`src/cpp_pkg.sv`:
```
// Constants for the charger power-path control block.
// Assumes a 10 MHz control clock and comparator levels from the analog side.
package cpp_pkg;
    // ==========================================================
    // Command and input-limit register
    localparam logic [7:0] CMD_INPUT_LIMIT = 8'h3F;
    localparam int FIELD_LSB = 6;
    localparam int FIELD_W = 7;
    localparam logic [15:0] LIMIT_RESET = 16'h0C80;
    localparam logic [6:0] LIMIT_MIN_FIELD = 7'h02;
    localparam logic [6:0] LIMIT_MAX_FIELD = 7'h7E;
    // ==========================================================
    // Current targets in 64 mA units
    localparam logic [6:0] SS_START_FIELD = 7'h02;
    localparam logic [6:0] PRECHG_MAX_FIELD = 7'h05;
    // ==========================================================
    // Timing
    localparam int CLK_HZ = 10_000_000;
    localparam int GATE_CHECK_MS = 20;
    localparam int STEP_US = 24;
    localparam int LOCK_MS = 100;
    localparam int GATE_CHECK_CYC = GATE_CHECK_MS * (CLK_HZ / 1000);
    localparam int STEP_CYC = STEP_US * (CLK_HZ / 1_000_000);
    localparam int LOCK_CYC = LOCK_MS * (CLK_HZ / 1000);
    // ==========================================================
    // Comparator vector positions
    localparam int NUM_CMP = 10;
    localparam int CMP_OVP = 0;
    localparam int CMP_OV_RECOVER = 1;
    localparam int CMP_ADAPTER_DETECT_IN = 2;
    localparam int CMP_UVLO_OK = 3;
    localparam int CMP_NOT_SLEEP = 4;
    localparam int CMP_GATE_OK = 5;
    localparam int CMP_BAT_ABOVE_MIN = 6;
    localparam int CMP_DISCHG = 7;
    localparam int CMP_IN_OVER = 8;
    localparam int CMP_CELL = 9;
endpackage : cpp_pkg

```
`src/cpp_sync_if.sv`:
```
// Carries raw comparator levels in and their synchronised copies out.
// Assumes one clock domain on the synchronised side.
`timescale 1ns/10ps
`default_nettype none
interface cpp_sync_if;
    logic [cpp_pkg::NUM_CMP-1:0] raw;
    logic [cpp_pkg::NUM_CMP-1:0] stable;
    modport sync_side (input raw, output stable);
    modport user_side (output raw, input stable);
endinterface : cpp_sync_if
`default_nettype wire

```
`src/cpp_power_path.sv`:
```
// Charger power-path control: input limit register, adapter detect,
// switch sequencing, battery switch mode, soft-start and cell latch.
// Assumes comparator levels are asynchronous and commands are synchronous.
`timescale 1ns/10ps
`default_nettype none
module cpp_power_path #(
    parameter int unsigned GATE_CHECK_CYCLES = cpp_pkg::GATE_CHECK_CYC,
    parameter int unsigned LOCK_CYCLES = cpp_pkg::LOCK_CYC
) (
    // Clock, reset, enable
    input wire logic i_mclk,
    input wire logic i_rst_b,
    input wire logic i_ce,
    // Host command port
    input wire logic i_cmd_wr,
    input wire logic [7:0] i_cmd_code,
    input wire logic [15:0] i_cmd_wdata,
    output logic [15:0] o_input_limit_word,
    // Option and setting levels
    input wire logic i_linear_mode_en,
    input wire logic i_input_priority_enable,
    input wire logic i_charge_en,
    input wire logic i_learn_en,
    input wire logic [6:0] i_charge_current_field,
    // Comparator levels
    input wire logic i_vcc_ovp,
    input wire logic i_vcc_below_recover,
    input wire logic i_adapter_detect_in,
    input wire logic i_vcc_above_uvlo,
    input wire logic i_vcc_above_battery_sense_node,
    input wire logic i_gate_drive_ok,
    input wire logic i_bat_above_min_sys,
    input wire logic i_discharge_over_thr,
    input wire logic i_input_over_limit,
    input wire logic i_cell_pin,
    // Open-drain adapter-ok
    output logic o_adapter_ok_out_o,
    output logic o_adapter_ok_out_oe,
    // Switch control
    output logic o_adapter_switch_on,
    output logic o_adapter_switch_drive_to_src,
    output logic o_battery_switch_on,
    output logic o_battery_switch_linear,
    // Converter and charge
    output logic o_converter_en,
    output logic o_charge_active,
    output logic o_charge_reduce,
    output logic o_softstart_active,
    output logic [6:0] o_current_target,
    // Cell configuration
    output logic o_cell_three,
    output logic o_cell_locked
);
    // ==========================================================
    // Types and state
    typedef enum logic [1:0] {
        SW_OFF,
        SW_CHECK,
        SW_ON,
        SW_FAULT
    } cpp_sw_type;

    typedef struct packed {
        logic [6:0] limit_field;
        logic ovp_hold;
        cpp_sw_type sw;
        logic [17:0] gate_cnt;
        logic conv_en;
        logic learn_d;
        logic skip_ss;
        logic ss_active;
        logic [7:0] step_cnt;
        logic [6:0] ss_target;
        logic ever_switched;
        logic [19:0] lock_cnt;
        logic cell_locked;
        logic cell_three;
        logic adapter_ok;
        logic bat_on;
        logic bat_linear;
        logic charge_active;
        logic charge_reduce;
        logic [6:0] target;
    } cpp_state_type;

    cpp_state_type st_r;
    cpp_state_type st_nxt;

    localparam logic [17:0] GATE_LAST = 18'(GATE_CHECK_CYCLES - 1);
    localparam logic [19:0] LOCK_LAST = 20'(LOCK_CYCLES - 1);
    localparam logic [7:0] STEP_LAST = 8'(cpp_pkg::STEP_CYC - 1);
    localparam logic [15:0] LIMIT_RESET_W = cpp_pkg::LIMIT_RESET;

    function automatic logic [6:0] cpp_min7(input logic [6:0] a, input logic [6:0] b);
        cpp_min7 = (a < b) ? a : b;
    endfunction : cpp_min7

    // ==========================================================
    // Comparator synchronisation
    cpp_sync_if sif ();
    logic [cpp_pkg::NUM_CMP-1:0] cmp;

    assign sif.raw[cpp_pkg::CMP_OVP] = i_vcc_ovp;
    assign sif.raw[cpp_pkg::CMP_OV_RECOVER] = i_vcc_below_recover;
    assign sif.raw[cpp_pkg::CMP_ADAPTER_DETECT_IN] = i_adapter_detect_in;
    assign sif.raw[cpp_pkg::CMP_UVLO_OK] = i_vcc_above_uvlo;
    assign sif.raw[cpp_pkg::CMP_NOT_SLEEP] = i_vcc_above_battery_sense_node;
    assign sif.raw[cpp_pkg::CMP_GATE_OK] = i_gate_drive_ok;
    assign sif.raw[cpp_pkg::CMP_BAT_ABOVE_MIN] = i_bat_above_min_sys;
    assign sif.raw[cpp_pkg::CMP_DISCHG] = i_discharge_over_thr;
    assign sif.raw[cpp_pkg::CMP_IN_OVER] = i_input_over_limit;
    assign sif.raw[cpp_pkg::CMP_CELL] = i_cell_pin;

    cpp_sync u_sync (
        .i_mclk(i_mclk),
        .i_rst_b(i_rst_b),
        .i_ce(i_ce),
        .sif(sif.sync_side)
    );

    assign cmp = sif.stable;

    // ==========================================================
    // Next-state logic
    logic [6:0] wr_field;
    logic wr_ok;
    logic ovp_now;
    logic adapter_detect_in;
    logic adapter_ok_nxt;
    logic path_on_nxt;
    logic conv_nxt;
    logic [6:0] chg_limit;

    always_comb begin
        st_nxt = st_r;
        wr_field = i_cmd_wdata[cpp_pkg::FIELD_LSB +: cpp_pkg::FIELD_W];
        wr_ok = (wr_field >= cpp_pkg::LIMIT_MIN_FIELD)
            && (wr_field <= cpp_pkg::LIMIT_MAX_FIELD);
        ovp_now = cmp[cpp_pkg::CMP_OVP];
        adapter_detect_in = cmp[cpp_pkg::CMP_ADAPTER_DETECT_IN];

        // Input limit register
        if (i_cmd_wr && (i_cmd_code == cpp_pkg::CMD_INPUT_LIMIT) && wr_ok) begin
            st_nxt.limit_field = wr_field;
        end

        // Over-voltage hold: set wins over recovery
        if (ovp_now) begin
            st_nxt.ovp_hold = 1'b1;
        end else if (cmp[cpp_pkg::CMP_OV_RECOVER] && adapter_detect_in) begin
            st_nxt.ovp_hold = 1'b0;
        end

        adapter_ok_nxt = cmp[cpp_pkg::CMP_UVLO_OK] && !ovp_now && !st_nxt.ovp_hold
            && adapter_detect_in && cmp[cpp_pkg::CMP_NOT_SLEEP];
        st_nxt.adapter_ok = adapter_ok_nxt;

        // Adapter and reverse-block switch sequencing
        unique case (st_r.sw)
            SW_OFF: begin
                st_nxt.gate_cnt = '0;
                if (adapter_ok_nxt) begin
                    st_nxt.sw = SW_CHECK;
                end
            end
            SW_CHECK: begin
                st_nxt.gate_cnt = st_r.gate_cnt + 18'h00001;
                if (!adapter_ok_nxt) begin
                    st_nxt.sw = SW_OFF;
                end else if (cmp[cpp_pkg::CMP_GATE_OK]) begin
                    st_nxt.sw = SW_ON;
                end else if (st_r.gate_cnt == GATE_LAST) begin
                    st_nxt.sw = SW_FAULT;
                end
            end
            SW_ON: begin
                if (!adapter_ok_nxt) begin
                    st_nxt.sw = SW_OFF;
                end
            end
            SW_FAULT: begin
                // Retry only after the adapter is removed
                if (!adapter_detect_in) begin
                    st_nxt.sw = SW_OFF;
                end
            end
        endcase
        path_on_nxt = (st_nxt.sw == SW_CHECK) || (st_nxt.sw == SW_ON);

        // Converter runs only behind a fully-on adapter switch
        conv_nxt = (st_nxt.sw == SW_ON) && !i_learn_en && !st_nxt.ovp_hold;
        st_nxt.conv_en = conv_nxt;
        st_nxt.learn_d = i_learn_en;
        chg_limit = i_charge_current_field;

        // Soft-start bypass is armed by leaving calibration mode
        if (conv_nxt && !st_r.conv_en) begin
            st_nxt.skip_ss = 1'b0;
        end else if (st_r.learn_d && !i_learn_en) begin
            st_nxt.skip_ss = 1'b1;
        end

        if (!conv_nxt) begin
            st_nxt.ss_active = 1'b0;
            st_nxt.ss_target = '0;
            st_nxt.step_cnt = '0;
        end else if (!st_r.conv_en) begin
            st_nxt.step_cnt = '0;
            if (st_r.skip_ss || (st_r.learn_d && !i_learn_en)) begin
                st_nxt.ss_active = 1'b0;
                st_nxt.ss_target = chg_limit;
            end else begin
                st_nxt.ss_active = 1'b1;
                st_nxt.ss_target = cpp_min7(cpp_pkg::SS_START_FIELD, chg_limit);
            end
        end else if (st_r.ss_active) begin
            if (st_r.ss_target >= chg_limit) begin
                st_nxt.ss_active = 1'b0;
                st_nxt.ss_target = chg_limit;
            end else if (st_r.step_cnt == STEP_LAST) begin
                st_nxt.step_cnt = '0;
                st_nxt.ss_target = st_r.ss_target + 7'h01;
            end else begin
                st_nxt.step_cnt = st_r.step_cnt + 8'h01;
            end
        end else begin
            st_nxt.ss_target = chg_limit;
        end

        // Charge gating and input priority
        st_nxt.charge_active = i_charge_en && conv_nxt && !st_nxt.ovp_hold;
        st_nxt.charge_reduce = i_input_priority_enable
            && cmp[cpp_pkg::CMP_IN_OVER] && st_nxt.charge_active;

        // Battery switch: on without adapter, in over-voltage, on discharge, while charging and in learn mode
        st_nxt.bat_on = !path_on_nxt
            || st_nxt.ovp_hold
            || cmp[cpp_pkg::CMP_DISCHG]
            || st_nxt.charge_active
            || i_learn_en;
        st_nxt.bat_linear = st_nxt.bat_on && i_linear_mode_en
            && !cmp[cpp_pkg::CMP_BAT_ABOVE_MIN];

        // Precharge clamp applies while the battery switch is linear
        if (!st_nxt.charge_active) begin
            st_nxt.target = '0;
        end else if (st_nxt.bat_linear) begin
            st_nxt.target = cpp_min7(st_nxt.ss_target, cpp_pkg::PRECHG_MAX_FIELD);
        end else begin
            st_nxt.target = st_nxt.ss_target;
        end

        // Cell-count latch
        if (conv_nxt) begin
            st_nxt.ever_switched = 1'b1;
        end
        if (!st_r.cell_locked) begin
            st_nxt.cell_three = cmp[cpp_pkg::CMP_CELL];
            if (st_r.ever_switched) begin
                if (st_r.lock_cnt == LOCK_LAST) begin
                    st_nxt.cell_locked = 1'b1;
                end else begin
                    st_nxt.lock_cnt = st_r.lock_cnt + 20'h00001;
                end
            end
        end
    end

    // ==========================================================
    // State register
    always_ff @(posedge i_mclk) begin
        if (!i_rst_b) begin
            st_r <= '0;
            st_r.limit_field <= LIMIT_RESET_W[cpp_pkg::FIELD_LSB +: cpp_pkg::FIELD_W];
            st_r.sw <= SW_OFF;
            st_r.bat_on <= 1'b1;
        end else if (i_ce) begin
            st_r <= st_nxt;
        end
    end

    // ==========================================================
    // Outputs
    assign o_input_limit_word = {3'h0, st_r.limit_field, 6'h00};
    // Open drain: only ever pulls low, pull-up gives the high level
    assign o_adapter_ok_out_o = 1'b0;
    assign o_adapter_ok_out_oe = !st_r.adapter_ok;
    assign o_adapter_switch_on = (st_r.sw == SW_CHECK) || (st_r.sw == SW_ON);
    assign o_adapter_switch_drive_to_src = !o_adapter_switch_on;
    assign o_battery_switch_on = st_r.bat_on;
    assign o_battery_switch_linear = st_r.bat_linear;
    assign o_converter_en = st_r.conv_en;
    assign o_charge_active = st_r.charge_active;
    assign o_charge_reduce = st_r.charge_reduce;
    assign o_softstart_active = st_r.ss_active;
    assign o_current_target = st_r.target;
    assign o_cell_three = st_r.cell_three;
    assign o_cell_locked = st_r.cell_locked;
endmodule : cpp_power_path
`default_nettype wire

```
`src/cpp_sync.sv`:
```
// Three-stage synchroniser for asynchronous comparator levels.
// A change is accepted once stages two and three agree.
`timescale 1ns/10ps
`default_nettype none
module cpp_sync (
    // Clock and reset
    input wire logic i_mclk,
    input wire logic i_rst_b,
    input wire logic i_ce,
    // Levels
    cpp_sync_if.sync_side sif
);
    typedef struct packed {
        logic [cpp_pkg::NUM_CMP-1:0] s1;
        logic [cpp_pkg::NUM_CMP-1:0] s2;
        logic [cpp_pkg::NUM_CMP-1:0] s3;
        logic [cpp_pkg::NUM_CMP-1:0] stable;
    } cpp_sync_type;

    cpp_sync_type st_r;
    cpp_sync_type st_nxt;

    always_comb begin
        st_nxt = st_r;
        st_nxt.s1 = sif.raw;
        st_nxt.s2 = st_r.s1;
        st_nxt.s3 = st_r.s2;
        for (int i = 0; i < cpp_pkg::NUM_CMP; i++) begin
            if (st_r.s2[i] == st_r.s3[i]) begin
                st_nxt.stable[i] = st_r.s3[i];
            end
        end
    end

    always_ff @(posedge i_mclk) begin
        if (!i_rst_b) begin
            st_r <= '0;
        end else if (i_ce) begin
            st_r <= st_nxt;
        end
    end

    assign sif.stable = st_r.stable;
endmodule : cpp_sync
`default_nettype wire

```
`config.mk`:
```
export PLATFORM = sky130hd
export DESIGN_NAME = cpp_power_path
export DESIGN_NICKNAME = d
export VERILOG_FILES = /design/src/cpp_pkg.sv /design/src/cpp_sync_if.sv /design/src/cpp_power_path.sv /design/src/cpp_sync.sv
export SDC_FILE = /design/constraint.sdc
export NUM_CORES = 1
export LEC_CHECK = 0
export ABC_AREA = 1
export BUFFER_PORTS_ARGS = -buffer_cell sky130_fd_sc_hd__clkbuf_2
export CAP_MARGIN = 40
export CELL_PAD_IN_SITES_DETAIL_PLACEMENT = 1
export CELL_PAD_IN_SITES_GLOBAL_PLACEMENT = 2
export CORE_ASPECT_RATIO = 0.6
export CORE_MARGIN = 4
export CORE_UTILIZATION = 33
export CTS_BUF_LIST = sky130_fd_sc_hd__clkbuf_8
export CTS_CLUSTER_SIZE = 40
export DETAILED_ROUTE_END_ITERATION = 6
export PLACE_DENSITY = 0.84
export SYNTH_ARGS = -nofsm -noshare
export SYNTH_HDL_FRONTEND = slang
export SYNTH_SLANG_ARGS = --single-unit
```
`constraint.sdc`:
```
create_clock -name i_mclk -period 3 [get_ports i_mclk]
set_input_delay 0.9 -clock i_mclk [delete_from_list [all_inputs] [get_ports i_mclk]]
set_output_delay 0.9 -clock i_mclk [all_outputs]
set_load 0.02 [all_outputs]
```
; Yosys cells after proc, flatten, opt, wreduce, memory -nomap -nowiden
; Index checks and enable logic that the tools add are counted.
[op_classes]
add_sub_neg = 4
magnitude_cmp = 5
eq_ne = 21
mux = 30
bitwise_logic = 2
reduce_logical = 53
[ops]
columns = cell, n
row1 = 7-bit 2-to-1 mux, 8
row2 = 18-bit case mux with 2 select lines, 1
row3 = 16-bit 2-to-1 mux, 2
row4 = 2-bit AND reduction, 15
row5 = 20-bit by 1-bit adder with 20-bit output (second input constant), 1
row6 = 20-bit == test (second input constant), 1
row7 = 18-bit by 1-bit adder with 18-bit output (second input constant), 1
row8 = 18-bit == test (second input constant), 1
row9 = 1-bit logical AND, 18
row10 = 8-bit 2-to-1 mux, 2
row11 = 2-bit 2-to-1 mux, 7
row12 = 1-bit == test, 10
row13 = 9-bit 2-to-1 mux, 1
row14 = 8-bit by 1-bit adder with 8-bit output (second input constant), 1
row15 = 8-bit by 6-bit == test with 1-bit output (second input constant), 1
row16 = 8-bit == test (second input constant), 1
row17 = 1-bit logical NOT, 8
row18 = 1-bit 2-to-1 mux, 8
row19 = 2-bit case mux with 4 select lines, 1
row20 = 7-bit by 1-bit adder with 7-bit output (second input constant), 1
row21 = 7-bit by 2-bit >= comparator with 1-bit output (second input constant), 1
row22 = 7-bit >= comparator, 1
row23 = 7-bit less-or-equal comparator (second input constant), 1
row24 = 1-bit logical OR, 7
row25 = other kinds (10), 16
[word_totals]
register_bits = 122
in_bits = 49
out_inout_bits = 35
elab_cells = 148

; Logic depth before layout (Yosys ltp)
; Gate-level depths: netlist of the first run.
[depth]
depth_word = 20
mapped_depth = 20
depth_no_buf = 20

; By module
; From an unflattened synthesis of the first run, not the netlist that was laid out.
[hier_totals]
hier_cells = 920
area_unflattened_um2 = 6457.4
[modules_own_cells]
columns = module, instances, cells_per_inst, area_per_inst_um2, seq_area_each_um2
row1 = cpp_power_path, 1, 695, 4775.8, 1641.6
row2 = cpp_sync, 1, 225, 1681.6, 800.8

; Worst setup path before layout of the first run
; OpenSTA, ideal clock, no wires.
[synth_timing]
kind = input-to-reg
from = input port i_charge_current_field[6]
to = register st_r (netlist bit o_current_target[0])
setup_ns = 0.070
arrival_ns = 2.389
t_required_ns = 2.930
path_slack_ns = 0.541
stages = 15
path_buffers = 0
cell_sequence = inv_1 ha_1 nand2_1 nand3_1 nor2_1 nand2_2 nor2_2 nand3_1 a21oi_1 nand2_1 nand2_1 nand2_2 nand2_1 nand2_1 a21oi_1
[synth_between]
elab_chain_cells = 9
elab_cells_between_ends = 12
classes_between = 3 x order compare / 9 x mux
[synth_rtl]
columns = item, line
row1 = "start, declared", cpp_power_path.sv:24  ; input wire logic [6:0] i_charge_current_field,
row2 = 2-bit by 7-bit < comparator with 1-bit output or 7-bit >= comparator (tied branches), "cpp_power_path.sv:95, cpp_power_path.sv:217"
row3 = "7-bit 2-to-1 mux, on equally long branches", "cpp_power_path.sv:95, cpp_power_path.sv:217"
row4 = "7-bit 2-to-1 mux, on equally long branches", "cpp_power_path.sv:209, cpp_power_path.sv:216"
row5 = 16-bit 2-to-1 mux (*), cpp_power_path.sv:207  ; end else if (!st_r.conv_en) begin
row6 = 16-bit 2-to-1 mux (*), cpp_power_path.sv:203  ; if (!conv_nxt) begin
row7 = 7-bit by 3-bit < comparator with 1-bit output, cpp_power_path.sv:95  ; cpp_min7 = (a < b) ? a : b;
row8 = 7-bit 2-to-1 mux, cpp_power_path.sv:95
row9 = 7-bit 2-to-1 mux (*), cpp_power_path.sv:247  ; end else if (st_nxt.bat_linear) begin
row10 = 7-bit 2-to-1 mux (*), cpp_power_path.sv:245  ; if (!st_nxt.charge_active) begin
row11 = "end signal, assigned", cpp_power_path.sv:278  ; st_r <= st_nxt;
row12 = "end, declared", cpp_power_path.sv:86  ; cpp_state_type st_r;
; Every way passes the cells marked *; elsewhere a longest branch is shown, timed or not.
; A chain may end at the register's enable or synchronous reset.

==> impl_metrics.py, run 1 <==
metrics = {
    "setup_path": {
        "crit_buf_inv": 3,
        "critPathMostFrequentCell": "nand2_1",
        "endpoint_kind": "flop",
        "crit_fanout": 6,
        "cp-start-kind": "flop",
        "crit_path_cell_trace": "inv_1, ha_1, a21oi_1, o21ai_0, or2_2, nand3_1, inv_1, ha_1, nand3_4, clkinvlp_4, nand2_1, nand2_1, nor2_1, nand2_1, nand2_2, nand3b_1, a21oi_2",
        "critical_path.startpoint": "st_r[72]",
        "cpMaxStageDelayCell": "dfxtp_2",
        "worstSetupPathType": "flop to flop",
        "reg2reg_from": "st_r[72]",
        "critPathRequiredTime_ps": 3350,
        "reg2reg_depth": 17,
        "r2r_end": "o_current_target[1]",
        "cp.arrival_ps": 3080,
        "reg2reg_slack_ps": 270,
        "crit_family": "simple AND/OR/NAND/NOR gates",
        "slowest_delay_ps": 360,
    },
    "cells_and_area": {
        "fill_cells": 2298,
        "area_delta_synth_final_pct": 15.2,
        "final_common_cell": "nand2_1",
        "final_util": 0.387,
        "nNetsFinal": 969,
        "n_antenna_cell": 0,
        "layout_common_cells": "nand2_1, dfxtp_1, nor2_1",
        "layout-drive-gt1-share": 0.166,
    },
    "detailed_routing": {
        "drt_iter0_drc": 198,
        "viasPerCell": 4.81,
        "vias": 5553,
        "wl_mm": 16.4,
        "dr.pass1.iters": 4,
        "drc": 0,
        "ant_nets": 0,
        "drt-wirelength-per-cell_um": 14.2,
    },
    "die": {
        "start_util": 0.336,
        "die-area_mm2": 0.0206,
        "rows": 38,
        "fp.dieH_um": 113,
        "boundaryPins": 84,
        "core_area_mm2": 0.0180,
        "die_x_um": 183,
    },
    "synth": {
        "yosysTopAreaCellShare": 0.404,
        "ys_seq_elements": 122,
        "synth_top_area_cell": "dfxtp_1",
        "synth_edf_count": 0,
        "syn_inst": 848,
        "syn-cell-area_mm2": 0.00605,
        "ys_seq_area_frac": 0.404,
        "synth_cell_type_count": 47,
        "avgSynthCellArea_um2": 7.14,
        "ys_top_cells_by_area": "dfxtp_1, nand2_1, a21oi_1, nor2_1, o21ai_0",
        "ys.flop_type": "dfxtp_1",
        "synthArstFlopShare": 0,
        "yosysWarnings": 0,
    },
    "timing": {
        "slew_viol_final": 0,
        "post-route-min-period_ps": 2730,
        "setup_viol": 0,
        "clock.fmax_mhz": 367,
        "clock_skew_ps": 15.2,
        "rsz0062_at_grt": "yes",
        "fin_worst_hold_slack_ps": 462,
        "period_share": 0.909,
        "tightest_slew_ps": 625,
        "hold_viol": 0,
        "relSlewSlack": 0.583,
    },
    "clock_tree": {
        "cts_buffers": 17,
        "htreeDepth": 4,
        "hold_buffers": 0,
        "clock_latency_ps": 430,
        "clockBufferDepth": 2,
        "cts.reportedPaths.clkPinSlew_ps": 70,
        "clock_sinks": 122,
        "root_buffer": "clkbuf_8",
        "cts_tree": "yes",
    },
    "grt": {
        "grt_pass1_wl_mm": 27.5,
        "antenna_found_initial": 0,
        "grt_start_max_net_pins": 59,
        "grt_pass1_vias": 5398,
        "track_usage": 0.161,
        "grt.overflow.total": 0,
    },
    "worst_hold_path": {
        "hold_class": "flop to flop",
        "whs_endpoint": "o_input_limit_word[7]",
        "hold_start": "o_input_limit_word[7]",
        "whs_path_depth": 2,
    },
    "job": {
        "max_cap_violations": 0,
    },
    "power_and_ir_drop": {
        "leakage_nw": 2.86,
        "powerDensity_mw_per_mm2": 509,
        "irDropWorstVdd_v": 0.000245,
        "power_mw": 3.55,
    },
    "place": {
        "port_buffers": 64,
        "dpl.hpwl_mm": 12.1,
        "gp_congestion": 0.772,
    },
    "status": {
        "status": "finished clean",
    },
}
synthesized netlist by cell type, types with 11 or more instances:
cell type,n
a21oi_1,83
buf_4,25
clkbuf_1,22
dfxtp_1,122
ha_1,17
inv_1,76
nand2_1,157
nand3_1,43
nand4_1,18
nor2_1,106
nor3_1,19
nor4_1,11
o21ai_0,68
worst max path at each step:
stage | cells past startpoint | to | slack (ps)
2_1_floorplan | 15 | o_current_target[0] | 540
3_3_place_gp | 17 | o_current_target[0] | 90
3_5_place_dp | 17 | o_current_target[0] | 70
4_1_cts | 19 | o_current_target[1] | 100
5_1_grt | 19 | o_current_target[2] | -3
6_report | 17 | o_current_target[1] | 270
routing by layer:
metal | vias to the layer above | track usage | part of all wire
li1 | 2888 | - | -
met1 | 2594 | 0.243 | 0.54
met2 | 69 | 0.235 | 0.42
met3 | 2 | 0.0308 | 0.039
met4 | 0 | 0.0432 | 0.0028
met5 | - | 0 | 0
metrics by stage:
stage | std cells | cell area, um2 | TNS, ps | setup WS (ps)
after floorplan | 857 | 6090 | 0 | 541
after global placement | 1122 | 6500 | 0 | 90.7
after detailed placement | 1122 | 6500 | 0 | 67.1
after CTS | 1153 | 6920 | 0 | 97.1
after global routing | 1155 | 6970 | -3.44 | -3.44
final | 1155 | 6970 | 0 | 273
registers in the layout, indices dropped and copies added, names as in the netlist, 7 cells and up:
name / cells
st_r: 60
u_sync.st_nxt: 20
u_sync.sif.stable: 10
u_sync.st_r: 10
o_current_target: 7
o_input_limit_word: 7
cell type report:
class / count / area, um2 / area share
Inverter: 83 / 315 / 0.0452
Clock inverter: 9 / 120 / 0.0172
Tap cell: 240 / 300 / 0.0431
Clock buffer: 22 / 303 / 0.0434
Multi-Input combinational cell: 601 / 3060 / 0.439
Sequential cell: 122 / 2450 / 0.351
Timing Repair Buffer: 78 / 425 / 0.0610
worst min-delay path, stage by stage (launching register included):
cell	delay, ps
dfxtp_1	330
nand2_1	50
nand3_1	50
repair_timing:
item,in CTS,in global routing
setup buffers,0,2
resized for setup,0,12
endpoints found under the hold margin,0,0
setup endpoints to repair,0,15
cell families after synthesis:
family	synth area share
other	0.000620
buffers and inverters	0.100
AO/OA/AOI/OAI	0.161
flip-flops	0.404
adder cells (fa/ha/maj)	0.0351
XOR/XNOR	0.0145
AND/OR/NAND/NOR	0.285
report_power, final:
group	internal [mW]	leakage, nW	switching, mW
Combinational	0.0927	1.65	0.181
Sequential	1.66	0.994	0.0313
Clock	0.920	0.223	0.664
Note: power is estimated with default switching activity, not from simulation.
==> run 2: changes to the inputs <==
- CORE_MARGIN: 4 -> default
- CTS_CLUSTER_SIZE: 40 -> default
==> run 2 against run 1 <==
Compared with the run above: clock power down 4%; critical path depth down 1; design area down 0.65%; register-to-register slack worse by 50 ps; sequential cell count unchanged; clock skew down 7.1 ps; power down 1.7%; sequential share of layout area up 0.23 points; critical path type unchanged.
==> impl_metrics.py, run 2 (same netlist as run 1, synthesis figures left out) <==
metrics = {
    "status": {
        "status": "finished clean",
    },
    "place": {
        "port_buffers": 64,
        "gp_congestion": 0.821,
        "preCtsSetupSlack_ps": 42.2,
        "dpl.hpwl_mm": 12.1,
    },
    "timing": {
        "clock_skew_ps": 8.09,
        "setup_viol": 0,
        "post-route-min-period_ps": 2780,
        "slew_viol_final": 0,
        "hold_viol": 0,
        "rsz0062_at_grt": "no",
        "clock.fmax_mhz": 359,
        "tightest_slew_ps": 595,
        "relSlewSlack": 0.603,
        "finalWorstSetupSlack_ps": 218,
        "period_share": 0.927,
        "fin_setup_tns_ps": 0,
    },
    "clock_tree": {
        "hold_buffers": 0,
        "cts.reportedPaths.clkPinSlew_ps": 80,
        "clockBufferDepth": 2,
        "cts_tree": "yes",
        "htreeDepth": 4,
        "clock_latency_ps": 440,
        "root_buffer": "clkbuf_8",
        "clock_sinks": 122,
        "cts_buffers": 17,
    },
    "cells_and_area": {
        "final_common_cell": "nand2_1",
        "fill_cells": 2254,
        "area_delta_synth_final_pct": 14.5,
        "top_register": "st_r",
        "layout_common_cells": "nand2_1, dfxtp_1, nor2_1",
        "largest_register_ff_count": 60,
        "layout-drive-gt1-share": 0.165,
        "nNetsFinal": 968,
        "n_antenna_cell": 0,
    },
    "die": {
        "die-area_mm2": 0.0189,
        "boundaryPins": 84,
        "fp.dieH_um": 107,
        "core_area_mm2": 0.0175,
        "start_util": 0.345,
        "rows": 37,
        "die_x_um": 177,
    },
    "setup_path": {
        "endpoint_kind": "flop",
        "worstSetupPathType": "flop to flop",
        "crit_fanout": 8,
        "cp-start-kind": "flop",
        "cp.arrival_ps": 3120,
        "critPathRequiredTime_ps": 3340,
    },
    "grt": {
        "grt_util_met3": 0.0372,
        "grt_use_met2": 0.254,
        "antenna_found_initial": 0,
        "grt_pass1_wl_mm": 27.4,
        "grt.overflow.total": 0,
        "busiest_layer": "met1",
        "track_usage": 0.184,
        "grt_pass1_vias": 5375,
        "grt_start_max_net_pins": 60,
        "grt.met1_usage": 0.279,
    },
    "detailed_routing": {
        "viasPerCell": 4.84,
        "drt_iter0_drc": 287,
        "vias": 5558,
        "wl_mm": 16.3,
        "dr.pass1.iters": 4,
        "ant_nets": 0,
        "drc": 0,
        "drt-wirelength-per-cell_um": 14.2,
    },
    "worst_hold_path": {
        "hold_class": "flop to flop",
    },
    "power_and_ir_drop": {
        "powerDensity_mw_per_mm2": 503,
        "leakage_nw": 2.85,
        "irDropWorstVdd_v": 0.000248,
    },
    "job": {
        "max_cap_violations": 0,
    },
}
## run 2: critical path, stage by stage (launching register included)
cell and delay, ps:
dfxtp_2 360, ha_1 180, nand2_1 110, nor3_4 150, nand4_1 140, o21ai_1 170
nand3_1 80, nand2_1 110, inv_1 60, ha_1 240, nand3_4 150, nor2_2 90
a21oi_4 180, inv_2 100, nor2_1 220, nand2_1 100, a221oi_1 250
## run 2: through the flow
stage / power, mW / cell area [um2] / hold slack [ps] / util / std cells
2_1_floorplan: 1.91 / 6090 / 430 / - / 857
3_3_place_gp: 2.00 / 6490 / 451 / 0.370 / 1116
3_5_place_dp: 2.00 / 6490 / 455 / 0.370 / 1116
4_1_cts: 3.54 / 6900 / 466 / 0.393 / 1148
5_1_grt: 3.66 / 6930 / 488 / 0.395 / 1149
6_report: 3.49 / 6930 / 463 / 0.395 / 1149
## run 2: report_power, final
part	internal [mW]	total (mW)	switching [mW]
sequential	1.66	1.69	0.0301
combinational	0.0929	0.276	0.184
clock	0.833	1.52	0.691
## run 2: timing repair
action | in CTS | in global routing
gates resized for setup | 0 | 11
setup endpoints to repair | 0 | 13
setup buffers | 0 | 1
## run 2: per-layer routing
| metal | up-vias | wire length (um) |
|---|---|---|
| met5 | - | 0 |
| li1 | 2890 | - |
| met1 | 2595 | 9190 |
| met4 | 0 | 117 |
| met2 | 64 | 6590 |
| met3 | 9 | 437 |
## run 2: path summary, 6_finish.rpt
check | startpoint | to | slack (ps) | cells after the start
worst max register to register | st_r[54] | st_r[49] | 220 | 16
worst min register to register | u_sync.st_r[15] | u_sync.sif.stable[5] | 460 | 2
worst min-delay path | u_sync.st_r[15] | u_sync.sif.stable[5] | 460 | 2
worst max-delay path | st_r[54] | st_r[49] | 220 | 16
## run 2: cell type report
class	instances	area (um2)	share of cell area
repair buffers	77	418	0.0603
well taps	234	293	0.0423
inverters	83	312	0.0450
clock inverters	14	155	0.0224
multi-input cells	601	3060	0.441
clock buffers	18	248	0.0358
flip-flops and latches	122	2450	0.353
